### src/shared/dmt_defines.svh
// Constants of the debug-module test access logic
`ifndef DMT_DEFINES_SVH
`define DMT_DEFINES_SVH

// ==========================================================
// Test instruction codes
`define DMT_IR_W 4
`define DMT_IR_IDCODE 4'h2
`define DMT_IR_DEBUG_ACCESS 4'h6
`define DMT_IR_HALT_REQ 4'h7
`define DMT_IR_BYPASS 4'hf
`define DMT_IR_CAPTURE_LOW 2'h1

// ==========================================================
// Shifter and register widths
`define DMT_DR_W 16
`define DMT_CMD_W 8
`define DMT_CNT_W 8
`define DMT_SEL_W 2

// ==========================================================
// Debug command fields
`define DMT_OP_NONE 8'h00
`define DMT_OP_RD_BIT 7
`define DMT_OP_RS_MSB 1
`define DMT_OP_RS_LSB 0
`define DMT_OP_MID_MSB 6
`define DMT_OP_MID_LSB 2
`define DMT_RS_COUNTER 2'h1
`define DMT_RS_CONTROL 2'h2

// ==========================================================
// Reset values and field positions
`define DMT_CMD_RESET 8'h00
`define DMT_CNT_RESET 8'h00
`define DMT_CTRL_RESET 16'h0000
`define DMT_CTRL_PWD_BIT 0

// ==========================================================
// Status encodings
`define DMT_STAT_NORMAL 8'h00
`define DMT_STAT_DEBUG 8'h18
`define DMT_STAT_HWBKPT 8'h02
`define DMT_OS_NORMAL 2'h0
`define DMT_OS_STOP 2'h1
`define DMT_OS_DEBUG 2'h3

// ==========================================================
// Buffer shape
`define DMT_BUF_DEPTH 2

`endif

### src/shared/dmt_pkg.sv
// Types of the debug-module test access logic
package dmt_pkg;

  // ==========================================================
  // Test access port controller states
  typedef enum logic [3:0] {
    TAP_EXIT2_DR = 4'h0,
    TAP_EXIT1_DR = 4'h1,
    TAP_SHIFT_DR = 4'h2,
    TAP_PAUSE_DR = 4'h3,
    TAP_SEL_IR = 4'h4,
    TAP_UPDATE_DR = 4'h5,
    TAP_CAPTURE_DR = 4'h6,
    TAP_SEL_DR = 4'h7,
    TAP_EXIT2_IR = 4'h8,
    TAP_EXIT1_IR = 4'h9,
    TAP_SHIFT_IR = 4'ha,
    TAP_PAUSE_IR = 4'hb,
    TAP_IDLE = 4'hc,
    TAP_UPDATE_IR = 4'hd,
    TAP_CAPTURE_IR = 4'he,
    TAP_RESET = 4'hf
  } dmt_tap_state_type;

  // ==========================================================
  // Standard controller transitions
  function automatic dmt_tap_state_type dmt_tap_next(input dmt_tap_state_type st, input logic tms);
    dmt_tap_state_type nx;
    nx = TAP_RESET;
    case (st)
      TAP_RESET: nx = tms ? TAP_RESET : TAP_IDLE;
      TAP_IDLE: nx = tms ? TAP_SEL_DR : TAP_IDLE;
      TAP_SEL_DR: nx = tms ? TAP_SEL_IR : TAP_CAPTURE_DR;
      TAP_CAPTURE_DR: nx = tms ? TAP_EXIT1_DR : TAP_SHIFT_DR;
      TAP_SHIFT_DR: nx = tms ? TAP_EXIT1_DR : TAP_SHIFT_DR;
      TAP_EXIT1_DR: nx = tms ? TAP_UPDATE_DR : TAP_PAUSE_DR;
      TAP_PAUSE_DR: nx = tms ? TAP_EXIT2_DR : TAP_PAUSE_DR;
      TAP_EXIT2_DR: nx = tms ? TAP_UPDATE_DR : TAP_SHIFT_DR;
      TAP_UPDATE_DR: nx = tms ? TAP_SEL_DR : TAP_IDLE;
      TAP_SEL_IR: nx = tms ? TAP_RESET : TAP_CAPTURE_IR;
      TAP_CAPTURE_IR: nx = tms ? TAP_EXIT1_IR : TAP_SHIFT_IR;
      TAP_SHIFT_IR: nx = tms ? TAP_EXIT1_IR : TAP_SHIFT_IR;
      TAP_EXIT1_IR: nx = tms ? TAP_UPDATE_IR : TAP_PAUSE_IR;
      TAP_PAUSE_IR: nx = tms ? TAP_EXIT2_IR : TAP_PAUSE_IR;
      TAP_EXIT2_IR: nx = tms ? TAP_UPDATE_IR : TAP_SHIFT_IR;
      TAP_UPDATE_IR: nx = tms ? TAP_SEL_DR : TAP_IDLE;
      default: nx = TAP_RESET;
    endcase
    return nx;
  endfunction : dmt_tap_next

endpackage : dmt_pkg

### src/hdl/dmt_buf2.sv
// Two-entry write buffer with valid and ready on both sides
`timescale 1ns/100ps
`include "dmt_defines.svh"

module dmt_buf2
  import dmt_pkg::*;
#(
  parameter int WIDTH = `DMT_SEL_W + `DMT_DR_W,
  parameter int DEPTH = `DMT_BUF_DEPTH
) (
  input wire logic clk_sys,
  input wire logic rst_n,
  input wire logic ce,
  input wire logic in_valid,
  output logic in_ready,
  input wire logic [WIDTH-1:0] in_data,
  output logic out_valid,
  input wire logic out_ready,
  output logic [WIDTH-1:0] out_data
);

  localparam int PW = (DEPTH > 1) ? $clog2(DEPTH) : 1;

  logic [WIDTH-1:0] mem_r [DEPTH];
  logic [PW-1:0] wr_ptr_r;
  logic [PW-1:0] wr_ptr_nxt;
  logic [PW-1:0] rd_ptr_r;
  logic [PW-1:0] rd_ptr_nxt;
  logic [PW:0] count_r;
  logic [PW:0] count_nxt;
  logic push;
  logic pop;

  // ==========================================================
  // Pointer and occupancy
  assign in_ready = (count_r != DEPTH[PW:0]);
  assign out_valid = (count_r != '0);
  assign out_data = mem_r[rd_ptr_r];
  assign push = in_valid & in_ready;
  assign pop = out_valid & out_ready;

  always_comb begin
    wr_ptr_nxt = wr_ptr_r;
    rd_ptr_nxt = rd_ptr_r;
    count_nxt = count_r;
    if (push) begin
      wr_ptr_nxt = (wr_ptr_r == PW'(DEPTH - 1)) ? '0 : PW'(wr_ptr_r + 1'b1);
    end
    if (pop) begin
      rd_ptr_nxt = (rd_ptr_r == PW'(DEPTH - 1)) ? '0 : PW'(rd_ptr_r + 1'b1);
    end
    if (push && !pop) begin
      count_nxt = (PW + 1)'(count_r + 1'b1);
    end else if (pop && !push) begin
      count_nxt = (PW + 1)'(count_r - 1'b1);
    end
  end

  always_ff @(posedge clk_sys) begin
    if (!rst_n) begin
      wr_ptr_r <= '0;
      rd_ptr_r <= '0;
      count_r <= '0;
    end else if (ce) begin
      wr_ptr_r <= wr_ptr_nxt;
      rd_ptr_r <= rd_ptr_nxt;
      count_r <= count_nxt;
    end
  end

  // ==========================================================
  // Storage
  genvar gi;
  generate
    for (gi = 0; gi < DEPTH; gi++) begin : g_entry
      always_ff @(posedge clk_sys) begin
        if (!rst_n) begin
          mem_r[gi] <= '0;
        end else if (ce && push && (wr_ptr_r == PW'(gi))) begin
          mem_r[gi] <= in_data;
        end
      end
    end
  endgenerate

endmodule : dmt_buf2

### src/hdl/dmt_tap_access.sv
// Debug-module access through the five-wire test access port
`timescale 1ns/100ps
`include "dmt_defines.svh"

// Behaviour
// (RQ1) Narrow registers sit in shifter low bits
// (RQ2) Counter write loads only low eight bits
// (RQ3) Probe ignores output during 16-bit writes
// (RQ4) Each command shift outputs debug status
// (RQ5) Zero opcode keeps 8-bit shifter selected
// (RQ6) Status 1A breakpoint halt, zero running
// (RQ7) Stop mode blocks all debug register access
// (RQ8) Last two IR bits are core status
// (RQ9) Probe may enter data path after polling
// (RQ10) Event pin low throughout debug mode
// (RQ11) Power-down bit stops breakpoint latching
// (RQ12) Access instruction at chip reset keeps module
// (RQ13) Other instruction at chip reset resets module
// (RQ14) Test reset with chip reset always resets
// (RQ15) Halt instruction during reset enters debug
// (RQ16) Probe preloads breakpoints before reset release
// (RQ17) Sixteen-state controller on dedicated pins
// (RQ18) 8-bit update writes command, capture status
// (RQ19) IR shift starts with one then zero
// (RQ20) Halt request latched until granted
// (RQ21) Standard transitions, test reset forces reset state
module dmt_tap_access
  import dmt_pkg::*;
(
  input wire logic clk_sys,
  input wire logic rst_n,
  input wire logic ce,
  input wire logic tck,
  input wire logic tms,
  input wire logic tdi,
  input wire logic trst_n,
  output logic tdo,
  output logic tdo_oe,
  input wire logic chip_reset_n,
  input wire logic watchdog_reset,
  input wire logic core_debug_mode,
  input wire logic core_bkpt_halt,
  input wire logic core_stop_mode,
  output logic debug_event_out_n,
  output logic halt_request,
  output logic debug_power_down,
  output logic bkpt_latch_en,
  output logic debug_module_reset,
  output logic wr_out_valid,
  input wire logic wr_out_ready,
  output logic [`DMT_SEL_W-1:0] wr_out_sel,
  output logic [`DMT_DR_W-1:0] wr_out_data,
  output logic wr_buf_in_ready,
  output logic [`DMT_CMD_W-1:0] debug_command_reg,
  output logic [`DMT_CNT_W-1:0] debug_counter_reg,
  output logic [`DMT_DR_W-1:0] debug_control_reg,
  output logic [`DMT_IR_W-1:0] test_instruction_reg,
  output dmt_tap_state_type tap_state
);

  localparam int PIN_W = 5;
  localparam int P_TCK = 4;
  localparam int P_TMS = 3;
  localparam int P_TDI = 2;
  localparam int P_TRST = 1;
  localparam int P_CRST = 0;

  // ==========================================================
  // Opcode decoding
  function automatic logic op_has_xfer(input logic [`DMT_CMD_W-1:0] op);
    logic [`DMT_SEL_W-1:0] rs;
    rs = op[`DMT_OP_RS_MSB:`DMT_OP_RS_LSB];
    return (op[`DMT_OP_MID_MSB:`DMT_OP_MID_LSB] == '0) && ((rs == `DMT_RS_COUNTER) || (rs == `DMT_RS_CONTROL));
  endfunction : op_has_xfer

  function automatic logic op_is_write(input logic [`DMT_CMD_W-1:0] op);
    return op_has_xfer(op) && !op[`DMT_OP_RD_BIT];
  endfunction : op_is_write

  // ==========================================================
  // Pin synchronisers
  logic [PIN_W-1:0] sync1_r;
  logic [PIN_W-1:0] sync1_nxt;
  logic [PIN_W-1:0] sync2_r;
  logic [PIN_W-1:0] sync2_nxt;
  logic tck_d_r;
  logic tck_d_nxt;
  logic tck_rise;
  logic tck_fall;
  logic trst_act;
  logic chip_rst;

  always_comb begin
    sync1_nxt = {tck, tms, tdi, trst_n, chip_reset_n};
    sync2_nxt = sync1_r;
    tck_d_nxt = sync2_r[P_TCK];
  end

  // Pull-up defaults keep the port idle while the link is quiet
  always_ff @(posedge clk_sys) begin
    if (!rst_n) begin
      sync1_r <= 5'h0f;
      sync2_r <= 5'h0f;
      tck_d_r <= 1'b0;
    end else if (ce) begin
      sync1_r <= sync1_nxt;
      sync2_r <= sync2_nxt;
      tck_d_r <= tck_d_nxt;
    end
  end

  assign tck_rise = sync2_r[P_TCK] & ~tck_d_r;
  assign tck_fall = ~sync2_r[P_TCK] & tck_d_r;
  assign trst_act = ~sync2_r[P_TRST];
  assign chip_rst = ~sync2_r[P_CRST] | watchdog_reset;

  // ==========================================================
  // Debug module state declarations
  logic [`DMT_CMD_W-1:0] cmd_r;
  logic [`DMT_CMD_W-1:0] cmd_nxt;
  logic sel16_r;
  logic sel16_nxt;
  logic [`DMT_CNT_W-1:0] cnt_r;
  logic [`DMT_CNT_W-1:0] cnt_nxt;
  logic [`DMT_DR_W-1:0] ctrl_r;
  logic [`DMT_DR_W-1:0] ctrl_nxt;
  logic dm_rst;
  logic dbg_sel;
  logic blocked;
  logic [`DMT_CMD_W-1:0] status_val;
  logic [1:0] os_val;
  logic [`DMT_DR_W-1:0] read_val;

  assign blocked = core_stop_mode; // RQ7
  assign status_val = core_debug_mode ? (`DMT_STAT_DEBUG | (core_bkpt_halt ? `DMT_STAT_HWBKPT : `DMT_STAT_NORMAL))
                                      : `DMT_STAT_NORMAL; // RQ6
  assign os_val = core_debug_mode ? `DMT_OS_DEBUG : (core_stop_mode ? `DMT_OS_STOP : `DMT_OS_NORMAL);

  // Narrow registers read back zero-extended in the low bits
  always_comb begin
    read_val = '0;
    case (cmd_r[`DMT_OP_RS_MSB:`DMT_OP_RS_LSB])
      `DMT_RS_COUNTER: read_val = {{(`DMT_DR_W - `DMT_CNT_W){1'b0}}, cnt_r}; // RQ1
      `DMT_RS_CONTROL: read_val = ctrl_r;
      default: read_val = '0;
    endcase
  end

  // ==========================================================
  // Controller, instruction and data shifters
  dmt_tap_state_type state_r;
  dmt_tap_state_type state_nxt;
  logic [`DMT_IR_W-1:0] ir_r;
  logic [`DMT_IR_W-1:0] ir_nxt;
  logic [`DMT_IR_W-1:0] ir_sh_r;
  logic [`DMT_IR_W-1:0] ir_sh_nxt;
  logic [`DMT_DR_W-1:0] dr_sh_r;
  logic [`DMT_DR_W-1:0] dr_sh_nxt;
  logic tdo_r;
  logic tdo_nxt;
  logic tdo_oe_r;
  logic tdo_oe_nxt;
  logic upd_dr_evt;
  logic upd_ir_evt;

  assign dbg_sel = (ir_r == `DMT_IR_DEBUG_ACCESS);

  always_comb begin
    state_nxt = state_r;
    ir_nxt = ir_r;
    ir_sh_nxt = ir_sh_r;
    dr_sh_nxt = dr_sh_r;
    tdo_nxt = tdo_r;
    tdo_oe_nxt = tdo_oe_r;
    upd_dr_evt = 1'b0;
    upd_ir_evt = 1'b0;
    if (trst_act) begin
      state_nxt = TAP_RESET; // RQ21
      ir_nxt = `DMT_IR_IDCODE;
      tdo_oe_nxt = 1'b0;
    end else if (tck_rise) begin
      state_nxt = dmt_tap_next(state_r, sync2_r[P_TMS]); // RQ17
      case (state_r)
        TAP_RESET: begin
          ir_nxt = `DMT_IR_IDCODE;
        end
        TAP_CAPTURE_IR: begin
          ir_sh_nxt = {os_val, `DMT_IR_CAPTURE_LOW}; // RQ8 RQ19
        end
        TAP_SHIFT_IR: begin
          ir_sh_nxt = {sync2_r[P_TDI], ir_sh_r[`DMT_IR_W-1:1]};
        end
        TAP_UPDATE_IR: begin
          ir_nxt = ir_sh_r;
          upd_ir_evt = 1'b1;
        end
        TAP_CAPTURE_DR: begin
          if (!dbg_sel || blocked) begin
            dr_sh_nxt = '0; // RQ7
          end else if (!sel16_r) begin
            dr_sh_nxt = {{(`DMT_DR_W - `DMT_CMD_W){1'b0}}, status_val}; // RQ4 RQ18
          end else if (op_is_write(cmd_r)) begin
            dr_sh_nxt = '0; // RQ3
          end else begin
            dr_sh_nxt = read_val; // RQ1
          end
        end
        TAP_SHIFT_DR: begin
          if (dbg_sel && sel16_r) begin
            dr_sh_nxt = {sync2_r[P_TDI], dr_sh_r[`DMT_DR_W-1:1]};
          end else if (dbg_sel) begin
            dr_sh_nxt[`DMT_CMD_W-1:0] = {sync2_r[P_TDI], dr_sh_r[`DMT_CMD_W-1:1]};
          end else begin
            dr_sh_nxt[0] = sync2_r[P_TDI];
          end
        end
        TAP_UPDATE_DR: begin
          upd_dr_evt = 1'b1;
        end
        default: begin
          ir_nxt = ir_r;
        end
      endcase
    end else if (tck_fall) begin
      tdo_oe_nxt = (state_r == TAP_SHIFT_IR) || (state_r == TAP_SHIFT_DR);
      tdo_nxt = (state_r == TAP_SHIFT_IR) ? ir_sh_r[0] : dr_sh_r[0];
    end
  end

  always_ff @(posedge clk_sys) begin
    if (!rst_n) begin
      state_r <= TAP_RESET;
      ir_r <= `DMT_IR_IDCODE;
      ir_sh_r <= '0;
      dr_sh_r <= '0;
      tdo_r <= 1'b0;
      tdo_oe_r <= 1'b0;
    end else if (ce) begin
      state_r <= state_nxt;
      ir_r <= ir_nxt;
      ir_sh_r <= ir_sh_nxt;
      dr_sh_r <= dr_sh_nxt;
      tdo_r <= tdo_nxt;
      tdo_oe_r <= tdo_oe_nxt;
    end
  end

  // ==========================================================
  // Write buffer between the shifter and the register file
  logic buf_in_valid;
  logic buf_in_ready;
  logic buf_out_valid;
  logic [`DMT_SEL_W+`DMT_DR_W-1:0] buf_out_data;
  logic drain;

  // A full buffer drops the word; probe pacing keeps this rare
  assign buf_in_valid = ce & upd_dr_evt & dbg_sel & sel16_r & ~blocked & ~dm_rst & op_is_write(cmd_r);
  assign drain = buf_out_valid & wr_out_ready;

  dmt_buf2 #(
    .WIDTH(`DMT_SEL_W + `DMT_DR_W),
    .DEPTH(`DMT_BUF_DEPTH)
  ) u_buf (
    .clk_sys(clk_sys),
    .rst_n(rst_n & ~dm_rst),
    .ce(ce),
    .in_valid(buf_in_valid),
    .in_ready(buf_in_ready),
    .in_data({cmd_r[`DMT_OP_RS_MSB:`DMT_OP_RS_LSB], dr_sh_r}),
    .out_valid(buf_out_valid),
    .out_ready(wr_out_ready),
    .out_data(buf_out_data)
  );

  // ==========================================================
  // Debug module registers
  // Module reset follows chip reset unless access is held without test reset
  assign dm_rst = ~rst_n | (chip_rst & ((ir_r != `DMT_IR_DEBUG_ACCESS) | trst_act)); // RQ12 RQ13 RQ14

  always_comb begin
    cmd_nxt = cmd_r;
    sel16_nxt = sel16_r;
    cnt_nxt = cnt_r;
    ctrl_nxt = ctrl_r;
    if (upd_dr_evt && dbg_sel && !blocked) begin
      if (!sel16_r) begin
        cmd_nxt = dr_sh_r[`DMT_CMD_W-1:0]; // RQ18
        sel16_nxt = op_has_xfer(dr_sh_r[`DMT_CMD_W-1:0]); // RQ5
      end else begin
        sel16_nxt = 1'b0;
      end
    end
    if (drain) begin
      case (buf_out_data[`DMT_SEL_W+`DMT_DR_W-1:`DMT_DR_W])
        `DMT_RS_COUNTER: cnt_nxt = buf_out_data[`DMT_CNT_W-1:0]; // RQ2
        `DMT_RS_CONTROL: ctrl_nxt = buf_out_data[`DMT_DR_W-1:0];
        default: cnt_nxt = cnt_r;
      endcase
    end
  end

  always_ff @(posedge clk_sys) begin
    if (dm_rst) begin
      cmd_r <= `DMT_CMD_RESET;
      sel16_r <= 1'b0;
      cnt_r <= `DMT_CNT_RESET;
      ctrl_r <= `DMT_CTRL_RESET;
    end else if (ce) begin
      cmd_r <= cmd_nxt;
      sel16_r <= sel16_nxt;
      cnt_r <= cnt_nxt;
      ctrl_r <= ctrl_nxt;
    end
  end

  // ==========================================================
  // Halt latch and debug event pin
  logic halt_r;
  logic halt_nxt;
  logic de_n_r;
  logic de_n_nxt;
  logic halt_set;

  // Halt survives module reset so it is granted at chip reset release
  assign halt_set = (ir_nxt == `DMT_IR_HALT_REQ) & (upd_ir_evt | chip_rst); // RQ15 RQ20

  always_comb begin
    halt_nxt = halt_r;
    if (halt_set) begin
      halt_nxt = 1'b1; // RQ20
    end else if (core_debug_mode) begin
      halt_nxt = 1'b0;
    end
    de_n_nxt = ~core_debug_mode; // RQ10
  end

  always_ff @(posedge clk_sys) begin
    if (!rst_n) begin
      halt_r <= 1'b0;
      de_n_r <= 1'b1;
    end else if (ce) begin
      halt_r <= halt_nxt;
      de_n_r <= de_n_nxt;
    end
  end

  // ==========================================================
  // Outputs
  assign tdo = tdo_r;
  assign tdo_oe = tdo_oe_r;
  assign debug_event_out_n = de_n_r;
  assign halt_request = halt_r;
  assign debug_power_down = ctrl_r[`DMT_CTRL_PWD_BIT]; // RQ11
  assign bkpt_latch_en = ~ctrl_r[`DMT_CTRL_PWD_BIT] & ~dm_rst; // RQ11
  assign debug_module_reset = dm_rst;
  assign wr_out_valid = buf_out_valid;
  assign wr_out_sel = buf_out_data[`DMT_SEL_W+`DMT_DR_W-1:`DMT_DR_W];
  assign wr_out_data = buf_out_data[`DMT_DR_W-1:0];
  assign wr_buf_in_ready = buf_in_ready;
  assign debug_command_reg = cmd_r;
  assign debug_counter_reg = cnt_r;
  assign debug_control_reg = ctrl_r;
  assign test_instruction_reg = ir_r;
  assign tap_state = state_r;

endmodule : dmt_tap_access

### config.mk
export PLATFORM = sky130hd
export DESIGN_NAME = dmt_tap_access
export DESIGN_NICKNAME = d
export VERILOG_FILES = /design/src/shared/dmt_pkg.sv /design/src/hdl/dmt_buf2.sv /design/src/hdl/dmt_tap_access.sv
export VERILOG_INCLUDE_DIRS = /design/src /design/src/shared
export SDC_FILE = /design/constraint.sdc
export NUM_CORES = 1
export LEC_CHECK = 0
export BUFFER_PORTS_ARGS = -buffer_cell sky130_fd_sc_hd__buf_2
export CAP_MARGIN = 20
export CORE_MARGIN = 2
export CORE_UTILIZATION = 40
export DETAILED_ROUTE_END_ITERATION = 10
export REMOVE_ABC_BUFFERS = 1
export SLEW_MARGIN = 20
export SYNTH_ARGS = -nofsm -noshare
export SYNTH_HDL_FRONTEND = slang
export SYNTH_SLANG_ARGS = --single-unit
export TNS_END_PERCENT = 30
### constraint.sdc
create_clock -name clk_sys -period 3.7 [get_ports clk_sys]
set_clock_uncertainty 0.05 [all_clocks]
set_input_delay 0.555 -clock clk_sys [delete_from_list [all_inputs] [get_ports clk_sys]]
set_output_delay 0.555 -clock clk_sys [all_outputs]
set_load 0.03 [all_outputs]
# ---- After elaboration in Yosys (flattened, before gate mapping)
# Memory sizes are Yosys's and may differ from the RTL's. A register that Yosys moved wholly into a read port is not among the register bits.
# Index checks and enable logic that the tools add are counted.
dict set report classes {
  eq_ne 30
  n_mux 60
  n_addsub 4
  n_reduce_logical 46
  n_bitwise 32
}
# op count
set op_table {}
lappend op_table {{case mux 16 bit (2 select lines)} 2}
lappend op_table {{two-way mux 16 bit} 3}
lappend op_table {{case mux 4 bit (12 select lines)} 1}
lappend op_table {{two-way mux 18 bit} 2}
lappend op_table {{== test 4 bit, second input constant} 8}
lappend op_table {{two-way mux 1 bit} 27}
lappend op_table {{== test 4 x 3 -> 1 bit, second input constant} 6}
lappend op_table {{two-way mux 2 bit} 10}
lappend op_table {{two-way mux 4 bit} 5}
lappend op_table {{two-way mux 8 bit} 2}
lappend op_table {{case mux 4 bit (2 select lines)} 2}
lappend op_table {{AND 1 bit} 14}
lappend op_table {{two-way mux 3 bit} 4}
lappend op_table {{inverter 1 bit} 12}
lappend op_table {{AND reduction 2 bit} 6}
lappend op_table {{AND reduction 3 bit} 4}
lappend op_table {{AND reduction 4 bit} 3}
lappend op_table {{logical AND 1 bit} 11}
lappend op_table {{logical NOT 5 bit} 2}
lappend op_table {{AND reduction 5 bit} 2}
lappend op_table {{nonzero test 2 bit} 5}
lappend op_table {{== test 4 x 2 -> 1 bit, second input constant} 2}
lappend op_table {{two-way mux 7 bit} 1}
lappend op_table {{== test 2 x 1 -> 1 bit, second input constant} 3}
lappend op_table {{other kinds (16)} 35}
dict set report word_totals {
  n_memories 1
  elab_cells 193
  output_inout_bits 67
  ramBits 36
  regBits 80
  input_bits 13
}
# memory words word_bits rd rd_ports_with_merged_regs wr line
set mem_list {}
lappend mem_list {u_buf.mem_r 2 18 1 1 2 dmt_buf2.sv:24} ;# logic [WIDTH-1:0] mem_r [DEPTH];

# ---- Depth between registers and ports, before layout
# Gate-level depths: netlist of run 1.
dict set report depth {
  depth_word 17
  depth_mapped 11
}

# ---- Cells and area by module
# Synthesis of run 1 repeated with hierarchy kept, for this count alone.
dict set report hier_totals {
  cells_unflattened 553
  hier_area_um2 5544.1
}
# mod area_each_um2 cells_per_inst n_inst
set by_module_without_submodules {}
lappend by_module_without_submodules {dmt_tap_access 3734.8 409 1}
lappend by_module_without_submodules {dmt_buf2 1809.2 144 1}

# ---- Worst setup path before layout of run 1
# OpenSTA, ideal clock, no wires.
dict set report synth_timing {
  path_kind {reg2reg}
  start {register cmd_r[0] (netlist: debug_command_reg[0])}
  end {memory u_buf.mem_r[0][0] (netlist name), enable pin}
  slack_ns 0.643
  stages_incl_launch_ff 7
  setup_time_ns 0.397
  period_less_slack_ns 3.057
  arrival_time_ns 2.610
  path_buffers 0
  cell_sequence {dfxtp_1 -> inv_1 -> ha_1 -> nor4_1 -> and2_1 -> nand4b_4 -> o21bai_1}
}
# element line
set synth_lines {}
lappend synth_lines {{start: declaration} dmt_tap_access.sv:119} ;# logic [`DMT_CMD_W-1:0] cmd_r;
lappend synth_lines {{start signal: assignment} dmt_tap_access.sv:304} ;# cmd_r <= `DMT_CMD_RESET;
lappend synth_lines {{start signal: assignment} dmt_tap_access.sv:309} ;# cmd_r <= cmd_nxt;
lappend synth_lines {{end: declaration} dmt_buf2.sv:24}

# ---- Worst setup path in the final report of run 1
dict set report layout_timing {
  start {register ir_r[3] (netlist: test_instruction_reg[3])}
  end {output debug_module_reset}
}
dict set report layout_between {
  elab_chain_cells 4
}
# element line
set layout_rtl {}
lappend layout_rtl {{start: declaration} dmt_tap_access.sv:153} ;# logic [`DMT_IR_W-1:0] ir_r;
lappend layout_rtl {{start signal: assignment} dmt_tap_access.sv:233} ;# ir_r <= `DMT_IR_IDCODE;
lappend layout_rtl {{start signal: assignment} dmt_tap_access.sv:240} ;# ir_r <= ir_nxt;
lappend layout_rtl {{!= test 4 x 3 -> 1 bit (no source line)} n/a}
lappend layout_rtl {{OR 1 bit} dmt_tap_access.sv:278} ;# assign dm_rst = ~rst_n | (chip_rst & ((ir_r != `DMT_IR_DEBUG_ACCESS) | trst_act));
lappend layout_rtl {{AND 1 bit} dmt_tap_access.sv:278}
lappend layout_rtl {{OR 1 bit} dmt_tap_access.sv:278}
lappend layout_rtl {{end: declaration} dmt_tap_access.sv:48} ;# output logic debug_module_reset,
# Every way passes these cells.

==> summary.txt, run 1 <==
clock slew at reported path FFs: 50 ps
status: complete, no violations
H-tree Lvls: 4
Setup CP Type: flop to output port
Clk pwr share: 49.6%
final net count: 617
fin crit share: 75.0%
clock buffer depth: 2
cell count after synthesis: 531
filler instances: 1284
Routed Antenna Nets: 0
Post-synth EDFFs: 36
Ys Warns: 0
FMAX: 360 MHz
Final Setup Violations: 0
cell area after synthesis: 0.00541 mm²
maximum vdd ir drop: 299 µV
RSZ-0062 raised after global routing: no
DR vias/cell: 5.24
final hold violations: 0
TritonCTS clock tree: yes
Post-synth ARST share: 0%
Netlist cell types: 57
Setup TNS: 0 ps
drt initial violations: 235
area taken by flip-flops and latches: 0.00270 mm²
Pleak: 0.00262 µW
total wire length: 12700 µm
vias in the first global route: 3973
core area: 0.0132 mm²
Crit. End Element: output port
slew margin rel.: 51.7%
first-pass GRT wire length: 20600 µm
max reg flops: 36
combinational cell fraction of total power: 5.0%
P&R area growth vs syn: 18.9%
Clk Latency, worst-skew pair: 410 ps
Mean Syn Cell Area: 10.2 µm²
Die W: 120 µm
largest net degree at the start of global routing: 45
Synth Flop Type: dfxtp_1
CP Data Arrival Time: 2170 ps
post-DP HPWL: 8660 µm
Initial Utilization: 40.9%
register area share after synthesis: 49.9%
ANT cells: 0
actual slew at the worst max-slew pin: 722 ps
Tot GR Track Use: 18.4%
PortBufs: 79
DR DRC count: 0
Power Internal: 2340 µW
min-delay worst type: input port to flop
clock root cell: clkbuf_16
Die ar.: 0.0145 mm²
pwr/cell area: 468 mW/mm²
CTS resizes: 0
Synth Register Bits: 117
clock sinks: 117
layout cells sized above 1: 24.3%
die height: 120 µm
routed len/inst: 16.1 µm
via count: 4138
power share of the sequential group: 45.4%
Slew Viols, Final: 0
Sw Share: 22.2%
minimum clock period: 2780 ps
Max-cap violations: 0
number of setup buffers added after CTS: 0
initial antenna violation count: 0
Startpoint Class: flop
top-level I/O count: 80
multi-input gate area in the final layout: 0.00245 mm²
Crit path required time: 3090 ps
Remaining Overflow, GRT: 0
hold_buf cts: 0
P_sw: 670 µW
Final GP Congestion: 0.850
Num CTS Buffers: 17
Hold Slack: 313 ps
drt first pass iters: 5
Worst Path Max Fanout: 31
Site Rows: 42
-- per-layer routing --
layer  vias up  wire [µm]  GRT usage (%)
met4         0        155           5.45
met2       111       6090           30.3
met1      1978       5710           23.3
li1       2034          -              -
met3        15        712           5.52
met5         -          0              0
-- cells by family after synthesis --
| family | after synthesis | share of synthesized area [%] |
|---|---|---|
| AND/OR/NAND/NOR | 189 | 20.2 |
| flip-flops | 117 | 49.9 |
| AO/OA/AOI/OAI | 116 | 14.2 |
| buffers and inverters | 52 | 4.78 |
| multiplexers | 48 | 9.20 |
| XOR/XNOR | 6 | 0.971 |
| adder cells (fa/ha/maj) | 3 | 0.693 |
-- Yosys cell counts, types with 9 or more instances --
master | number | area share (%)
dfxtp_1 | 81 | 30
nor2_1 | 50 | 3.5
nand2_1 | 44 | 3.1
o21ai_0 | 39 | 3.6
mux2i_1 | 37 | 6.8
edfxtp_1 | 36 | 20
and2_1 | 35 | 4.0
clkbuf_1 | 18 | 1.2
inv_1 | 16 | 1.1
nor2b_1 | 13 | 1.5
a211oi_1 | 12 | 1.7
a21oi_1 | 12 | 1.1
a31oi_1 | 12 | 1.4
mux2_2 | 10 | 2.1
buf_2 | 9 | 0.83
-- metrics by stage --
step | cells | total power (µW) | cell area (µm²) | util, % | setup WS (ps)
2_1_floorplan | 495 | 1490 | 5220 | - | 490
3_3_place_gp | 758 | 1540 | 5890 | 44.5 | 1210
3_5_place_dp | 758 | 1550 | 5890 | 44.5 | 1060
4_1_cts | 789 | 3050 | 6440 | 48.6 | 896
5_1_grt | 789 | 3110 | 6440 | 48.6 | 748
6_report | 789 | 3010 | 6440 | 48.6 | 924
-- power by group through the flow --
stage	Clock (µW)	Combinational, µW	Sequential (µW)
after global routing	1580	162	1370
final	1490	149	1370
after detailed placement	0	150	1400
after CTS	1530	151	1370
after floorplan	0	88.9	1400
after global placement	0	148	1390
-- layout by cell type (no fill, tap or decap), types with 6 or more instances in the layout --
| master | n |
|---|---|
| inv_1 | 16 |
| o21ai_0 | 39 |
| a211oi_1 | 12 |
| clkbuf_16 | 17 |
| mux2_2 | 10 |
| nor4_1 | 6 |
| a21oi_1 | 12 |
| a31oi_1 | 12 |
| edfxtp_1 | 36 |
| and2_1 | 35 |
| nor2b_1 | 13 |
| a22o_1 | 6 |
| o211ai_1 | 6 |
| buf_2 | 79 |
| nor2_1 | 50 |
| nand2_1 | 43 |
| buf_4 | 8 |
| mux2i_1 | 37 |
| dfxtp_1 | 81 |
-- worst paths after layout --
kind / start / end / slack (ps) / cells past startpoint
hold / removal: tms / sync1_r[3]$_SDFFE_PN1P_ / 310 / 3
hold reg to reg: sync1_r[3]$_SDFFE_PN1P_ / sync1_r[3]$_SDFFE_PN1P_ / 420 / 2
setup / recovery: test_instruction_reg[3]$_SDFFE_PN0P_ / debug_module_reset / 920 / 4
setup reg to reg: debug_command_reg[0]$_SDFFE_PP0P_ / u_buf.count_r[1]$_SDFFE_PN0P_ / 1040 / 11
-- cell type report --
class / instances / area share (%)
sequential: 117 / 42.0
multi-input combinational: 362 / 38.1
clock buffer: 21 / 7.15
timing repair buffer: 87 / 7.07
tap: 176 / 3.42
clock inverter: 10 / 1.30
inverter: 16 / 0.933
-- critical path, stage by stage, from the launching register on --
cell      delay, ps
dfxtp_1         380
and4bb_2        310
a21o_1          210
nand2_2         520
buf_2           320
Note: power is estimated with default switching activity, not from simulation.
==> inputs of run 2 (changes only) <==
ABC_AREA = 1   (was unset)
clock period = 2.65 ns   (was 3.7 ns; I/O delays follow)
==> summary.txt, run 2 <==
most frequent cells after synthesis: nand2_1, nor2_1, dfxtp_1, a21oi_1
number of setup buffers added after CTS: 0 (unchanged)
Crit. End Element: flop
actual slew at the worst max-slew pin: 574 ps (-147 ps)
Pleak: 0.00289 µW (+10%)
core area: 0.0127 mm² (-4.3%)
Setup TNS: 0 ps (unchanged)
post-DP HPWL: 9960 µm (+15%)
Synth area leader: dfxtp_1
Max-cap violations: 0 (unchanged)
DR DRC count: 0 (unchanged)
Worst Path Max Fanout: 4 (-87%)
vias in the first global route: 4621 (+16%)
Ys Warns: 0 (unchanged)
final hold violations: 0 (unchanged)
top-level I/O count: 80 (unchanged)
DR vias/cell: 4.99 (-4.8%)
crit path launch: debug_command_reg[0]$_SDFFE_PP0P_
Final GP Congestion: 0.853 (+0.29%)
filler instances: 1242 (-3.3%)
routed len/inst: 14.7 µm (-8.2%)
Initial Utilization: 41.3% (+0.41 points)
Site Rows: 41 (-2.4%)
Netlist cell types: 35 (-39%)
Final Setup Violations: 0 (unchanged)
clock sinks: 117 (unchanged)
via count: 4708 (+14%)
cell area after synthesis: 0.00523 mm² (-3.4%)
Routed Antenna Nets: 0 (unchanged)
max reg flops: 36 (unchanged)
TritonCTS clock tree: yes
PortBufs: 79 (unchanged)
Synth Flop Type: dfxtp_1
P&R area growth vs syn: 23.3%
RSZ-0062 raised after global routing: no
Remaining Overflow, GRT: 0 (unchanged)
Synth Register Bits: 117 (unchanged)
clock slew at reported path FFs: 50 ps (about the same)
total wire length: 13900 µm (+9.7%)
critical path, cell by cell: inv_2 > ha_4 > inv_2 > nand3_1 > nor2_2 > nand3_1 > nor2_2 > and2_2 > ha_1 > nor2_2 > inv_1 > a21oi_1 > o21ai_0 > xor2_1 > nor2_1
H-tree Lvls: 4 (unchanged)
CP Data Arrival Time: 2670 ps (+500 ps)
Mean Syn Cell Area: 7.84 µm² (-23%)
critical path's top delay family: simple AND/OR/NAND/NOR gates
largest net degree at the start of global routing: 35 (-22%)
Slew Viols, Final: 0 (unchanged)
register area share after synthesis: 51.6% (+1.7 points)
Worst Path Buf+Inv: 3 (+2)
final net count: 775 (+26%)
Num CTS Buffers: 17 (unchanged)
cell count after synthesis: 667 (+26%)
die height: 118 µm (-1.6%)
Crit path top cell by count: nor2_2
Clk Latency, worst-skew pair: 420 ps (about the same)
most common cell in the netlist: nand2_1
layout cells sized above 1: 20.6% (-3.7 points)
most frequent cells in the layout: nand2_1, nor2_1, dfxtp_1
minimum clock period: 2410 ps
Die W: 118 µm (-1.6%)
worst stage delay on the critical path: 370 ps (-150 ps)
clock buffer depth: 2 (unchanged)
maximum vdd ir drop: 457 µV (+53%)
drt first pass iters: 6 (+1)
pwr/cell area: 680 mW/mm² (+45%)
slew margin rel.: 61.3% (+9.6 points)
Setup CP Type: flop to flop
Crit path required time: 2910 ps (-180 ps)
ANT cells: 0 (unchanged)
hold path start: tms
initial antenna violation count: 0 (unchanged)
r2r startpoint: debug_command_reg[0]$_SDFFE_PP0P_
clock root cell: clkbuf_16
first-pass GRT wire length: 22900 µm (+11%)
FMAX: 415 MHz
most common cell after layout, fill and taps aside: nand2_1
Post-synth ARST share: 0% (unchanged)
drt initial violations: 295 (+26%)
slowest CP cell: dfxtp_1
status: complete, no violations
area fraction of the dominant cell type after synthesis: 31.0% (+1.0 points)
Startpoint Class: flop
fin crit share: 91.0%
Post-synth EDFFs: 36 (unchanged)
Final Core Density: 50.9% (+2.3 points)
min-delay worst type: input port to flop
Tot GR Track Use: 20.9% (+2.5 points)
Die ar.: 0.0140 mm² (-3.2%)
top cells by area, synth: dfxtp_1, edfxtp_1, nand2_1
==> run 2: area by class of cell <==
class	count	area (µm²)	share of cell area, %
sequential	117	2700	41.9
timing repair buffer	100	553	8.57
multi-input combinational	449	2150	33.3
clock buffer	20	447	6.92
clock inverter	11	110	1.71
inverter	74	278	4.30
tap	172	215	3.34
==> run 2: path summary, 6_finish.rpt <==
| kind | to | slack (ps) | depth (start not counted) |
|---|---|---|---|
| worst max-delay path | u_buf.count_r[1]$_SDFFE_PN0P_ | 240 | 15 |
| worst min-delay path | sync1_r[3]$_SDFFE_PN1P_ | 140 | 3 |
| worst max register to register | u_buf.count_r[1]$_SDFFE_PN0P_ | 240 | 15 |
| worst min register to register | sync1_r[0]$_SDFFE_PN1P_ | 410 | 2 |
==> run 2: what timing repair did <==
item                       CTS  global route
setup endpoints to repair    0             1
gates resized for setup      0             6
hold buffers                 0             0
==> run 2: where the power goes <==
group          switching [µW]  total [µW]  internal, µW  leakage [µW]
clock                     780        2160          1380      0.000268
sequential               26.5        1920          1900       0.00106
combinational             210         298          87.5       0.00156
==> run 2: per-stage QoR <==
step	setup slack (ps)	cells	hold WS, ps	cell area (µm²)	total power (µW)
2_1_floorplan	-93.0	640	379	5110	2140
3_3_place_gp	205	912	391	5880	2250
3_5_place_dp	84.3	912	399	5880	2260
4_1_cts	47.8	943	126	6430	4420
5_1_grt	9.52	943	166	6450	4550
6_report	238	943	141	6450	4390
==> run 2: worst reg2reg max path, delay by kind of cell, from the launching register on <==
kind                       cells  cell delay, ps
and+or+nand+nor                7             840
adders and majority gates      2             490
DFF                            1             370
AOI/OAI and AO/OA              2             210
xor gates and xnor gates       1             150
buffers and inverters          3             220
==> run 2: logic make-up after synthesis <==
family	after synthesis	synth area share, %
xor gates and xnor gates	2	0.335
AOI/OAI and AO/OA	165	17.0
buffers and inverters	101	7.70
DFF	117	51.7
and+or+nand+nor	279	22.5
adders and majority gates	3	0.717
==> run 2: layer usage <==
layer	routed length [µm]	global-route usage, %	vias up
met3	783	5.45	18
met4	172	7.66	0
met5	0	0	-
met1	6160	25.9	2172
met2	6780	34.9	134
li1	-	-	2384
==> inputs of run 3 (changes only) <==
clock period = 2.5 ns   (was 2.65 ns; I/O delays follow)
==> summary.txt, run 3 (synthesis results as in run 2) <==
min-delay worst type: input port to flop
largest net degree at the start of global routing: 35 (unchanged)
Remaining Overflow, GRT: 0 (unchanged)
Die W: 118 µm (unchanged)
drt initial violations: 261 (-12%)
DR DRC count: 0 (unchanged)
filler instances: 1225 (-1.4%)
Pleak: 0.00295 µW (+2.2%)
Clk Latency, worst-skew pair: 410 ps (about the same)
Final Setup Violations: 0 (unchanged)
grt met3 use: 5.74% (+0.29 points)
initial antenna violation count: 0 (unchanged)
final hold violations: 0 (unchanged)
Final GP Congestion: 0.873 (+2.4%)
vias in the first global route: 4501 (-2.6%)
Hold Slack: 116 ps (-24.2 ps)
actual slew at the worst max-slew pin: 619 ps (+44.2 ps)
busiest grt layer: met2
CP Data Arrival Time: 2550 ps (-120 ps)
Crit. End Element: flop
Initial Utilization: 41.3% (unchanged)
worst stage delay on the critical path: 320 ps (-50 ps)
most frequent cells in the layout: nand2_1, nor2_1, dfxtp_1
maximum vdd ir drop: 447 µV (-2.2%)
Routed Antenna Nets: 0 (unchanged)
PortBufs: 79 (unchanged)
slowest CP cell: dfxtp_1
critical path, cell by cell: inv_1 > ha_4 > inv_2 > nand3_1 > nor2_2 > nand3_1 > nor2_2 > and2_4 > ha_1 > nor2_2 > inv_1 > a21oi_1 > o21ai_1 > xor2_1 > nor2_1
Site Rows: 41 (unchanged)
Startpoint Class: flop
core area: 0.0127 mm² (unchanged)
met1 usage: 25.1% (-0.81 points)
minimum clock period: 2290 ps (-119 ps)
area taken by flip-flops and latches: 0.00270 mm² (unchanged)
DR vias/cell: 5.02 (+0.61%)
via count: 4757 (+1.0%)
most common cell after layout, fill and taps aside: nand2_1
Num CTS Buffers: 17 (unchanged)
Slew Viols, Final: 0 (unchanged)
Crit path required time: 2760 ps (-150 ps)
clock buffer depth: 2 (unchanged)
total wire length: 13800 µm (-0.88%)
H-tree Lvls: 4 (unchanged)
TritonCTS clock tree: yes
pwr/cell area: 756 mW/mm² (+11%)
status: complete, no violations
post-DP HPWL: 9800 µm (-1.7%)
Tot GR Track Use: 20.6% (-0.24 points)
slew margin rel.: 58.3% (-3.0 points)
drt first pass iters: 5 (-1)
clock sinks: 117 (unchanged)
P&R area growth vs syn: 25.5%
Die ar.: 0.0140 mm² (unchanged)
top-level I/O count: 80 (unchanged)
max reg flops: 36 (unchanged)
final std cells w/o fill: 947 (+0.42%)
final net count: 778 (+0.39%)
fin crit share: 91.7% (+0.71 points)
FMAX: 436 MHz (+5.2%)
multi-input gate area in the final layout: 0.00215 mm² (about the same)
ANT cells: 0 (unchanged)
layout cells sized above 1: 21.2% (+0.54 points)
Setup CP Type: flop to flop
first-pass GRT wire length: 22500 µm (-1.8%)
die height: 118 µm (unchanged)
met2 GRT Util: 34.1% (-0.83 points)
clock root cell: clkbuf_16
Tot Pwr: 4960 µW (+13%)
Final Core Density: 51.8% (+0.91 points)
placed insts: 914 (+0.22%)
RSZ-0062 raised after global routing: no
clock slew at reported path FFs: 60 ps (about the same)
Max-cap violations: 0 (unchanged)
routed len/inst: 14.5 µm (-1.3%)
Worst Path Max Fanout: 4 (unchanged)
Crit path top cell by count: nor2_2
-- run 3: path summary, 6_finish.rpt --
check | start | end | slack [ps] | depth (start not counted)
max | debug_command_reg[0]$_SDFFE_PP0P_ | u_buf.count_r[1]$_SDFFE_PN0P_ | 210 | 15
min | trst_n | sync1_r[1]$_SDFFE_PN1P_ | 120 | 3
max reg2reg | debug_command_reg[0]$_SDFFE_PP0P_ | u_buf.count_r[1]$_SDFFE_PN0P_ | 210 | 15
min reg2reg | sync1_r[0]$_SDFFE_PN1P_ | sync1_r[0]$_SDFFE_PN1P_ | 410 | 2
-- run 3: power by group --
part | switching (µW) | total [µW] | leakage (µW) | internal, µW
registers | 28.8 | 2040 | 0.00106 | 2010
clock network | 854 | 2610 | 0.000310 | 1750
logic | 222 | 316 | 0.00158 | 94.1
total | 1110 | 4960 | 0.00295 | 3860
-- run 3: repair_timing --
| item | CTS | global route |
|---|---|---|
| gates resized for setup | 0 | 7 |
| endpoints found under the setup margin | 0 | 1 |
| hold endpoints to repair | 0 | 0 |
| hold buffers | 0 | 0 |
| setup buffers | 0 | 1 |
-- run 3: metrics by stage --
stage                     TNS, ps  area, µm²  setup WS, ps
final                           0       6570           207
after CTS                       0       6540          3.24
after global routing            0       6570          41.4
after detailed placement        0       5900          26.1
after floorplan             -8720       5110          -243
after global placement          0       5900           107
-- run 3: worst max-delay path, delay by kind of cell, from the launching register on --
family / cells / cell delay [ps]
xor gates and xnor gates: 1 / 140
adders and majority gates: 2 / 480
buffers and inverters: 3 / 210
DFF: 1 / 320
AOI/OAI and AO/OA: 2 / 190
and+or+nand+nor: 7 / 780
-- run 3: layout make-up --
cell class	count	area share (%)
multi-input combinational	449	32.7
clock inverter	15	3.20
timing repair buffer	103	8.95
inverter	74	4.23
tap	172	3.28
sequential	117	41.2
clock buffer	17	6.48
-- run 3: layer usage --
metal,vias up,part of all wire (%)
met5,-,0
met3,19,6.4
li1,2393,-
met4,0,1.9
met1,2185,44
met2,160,48
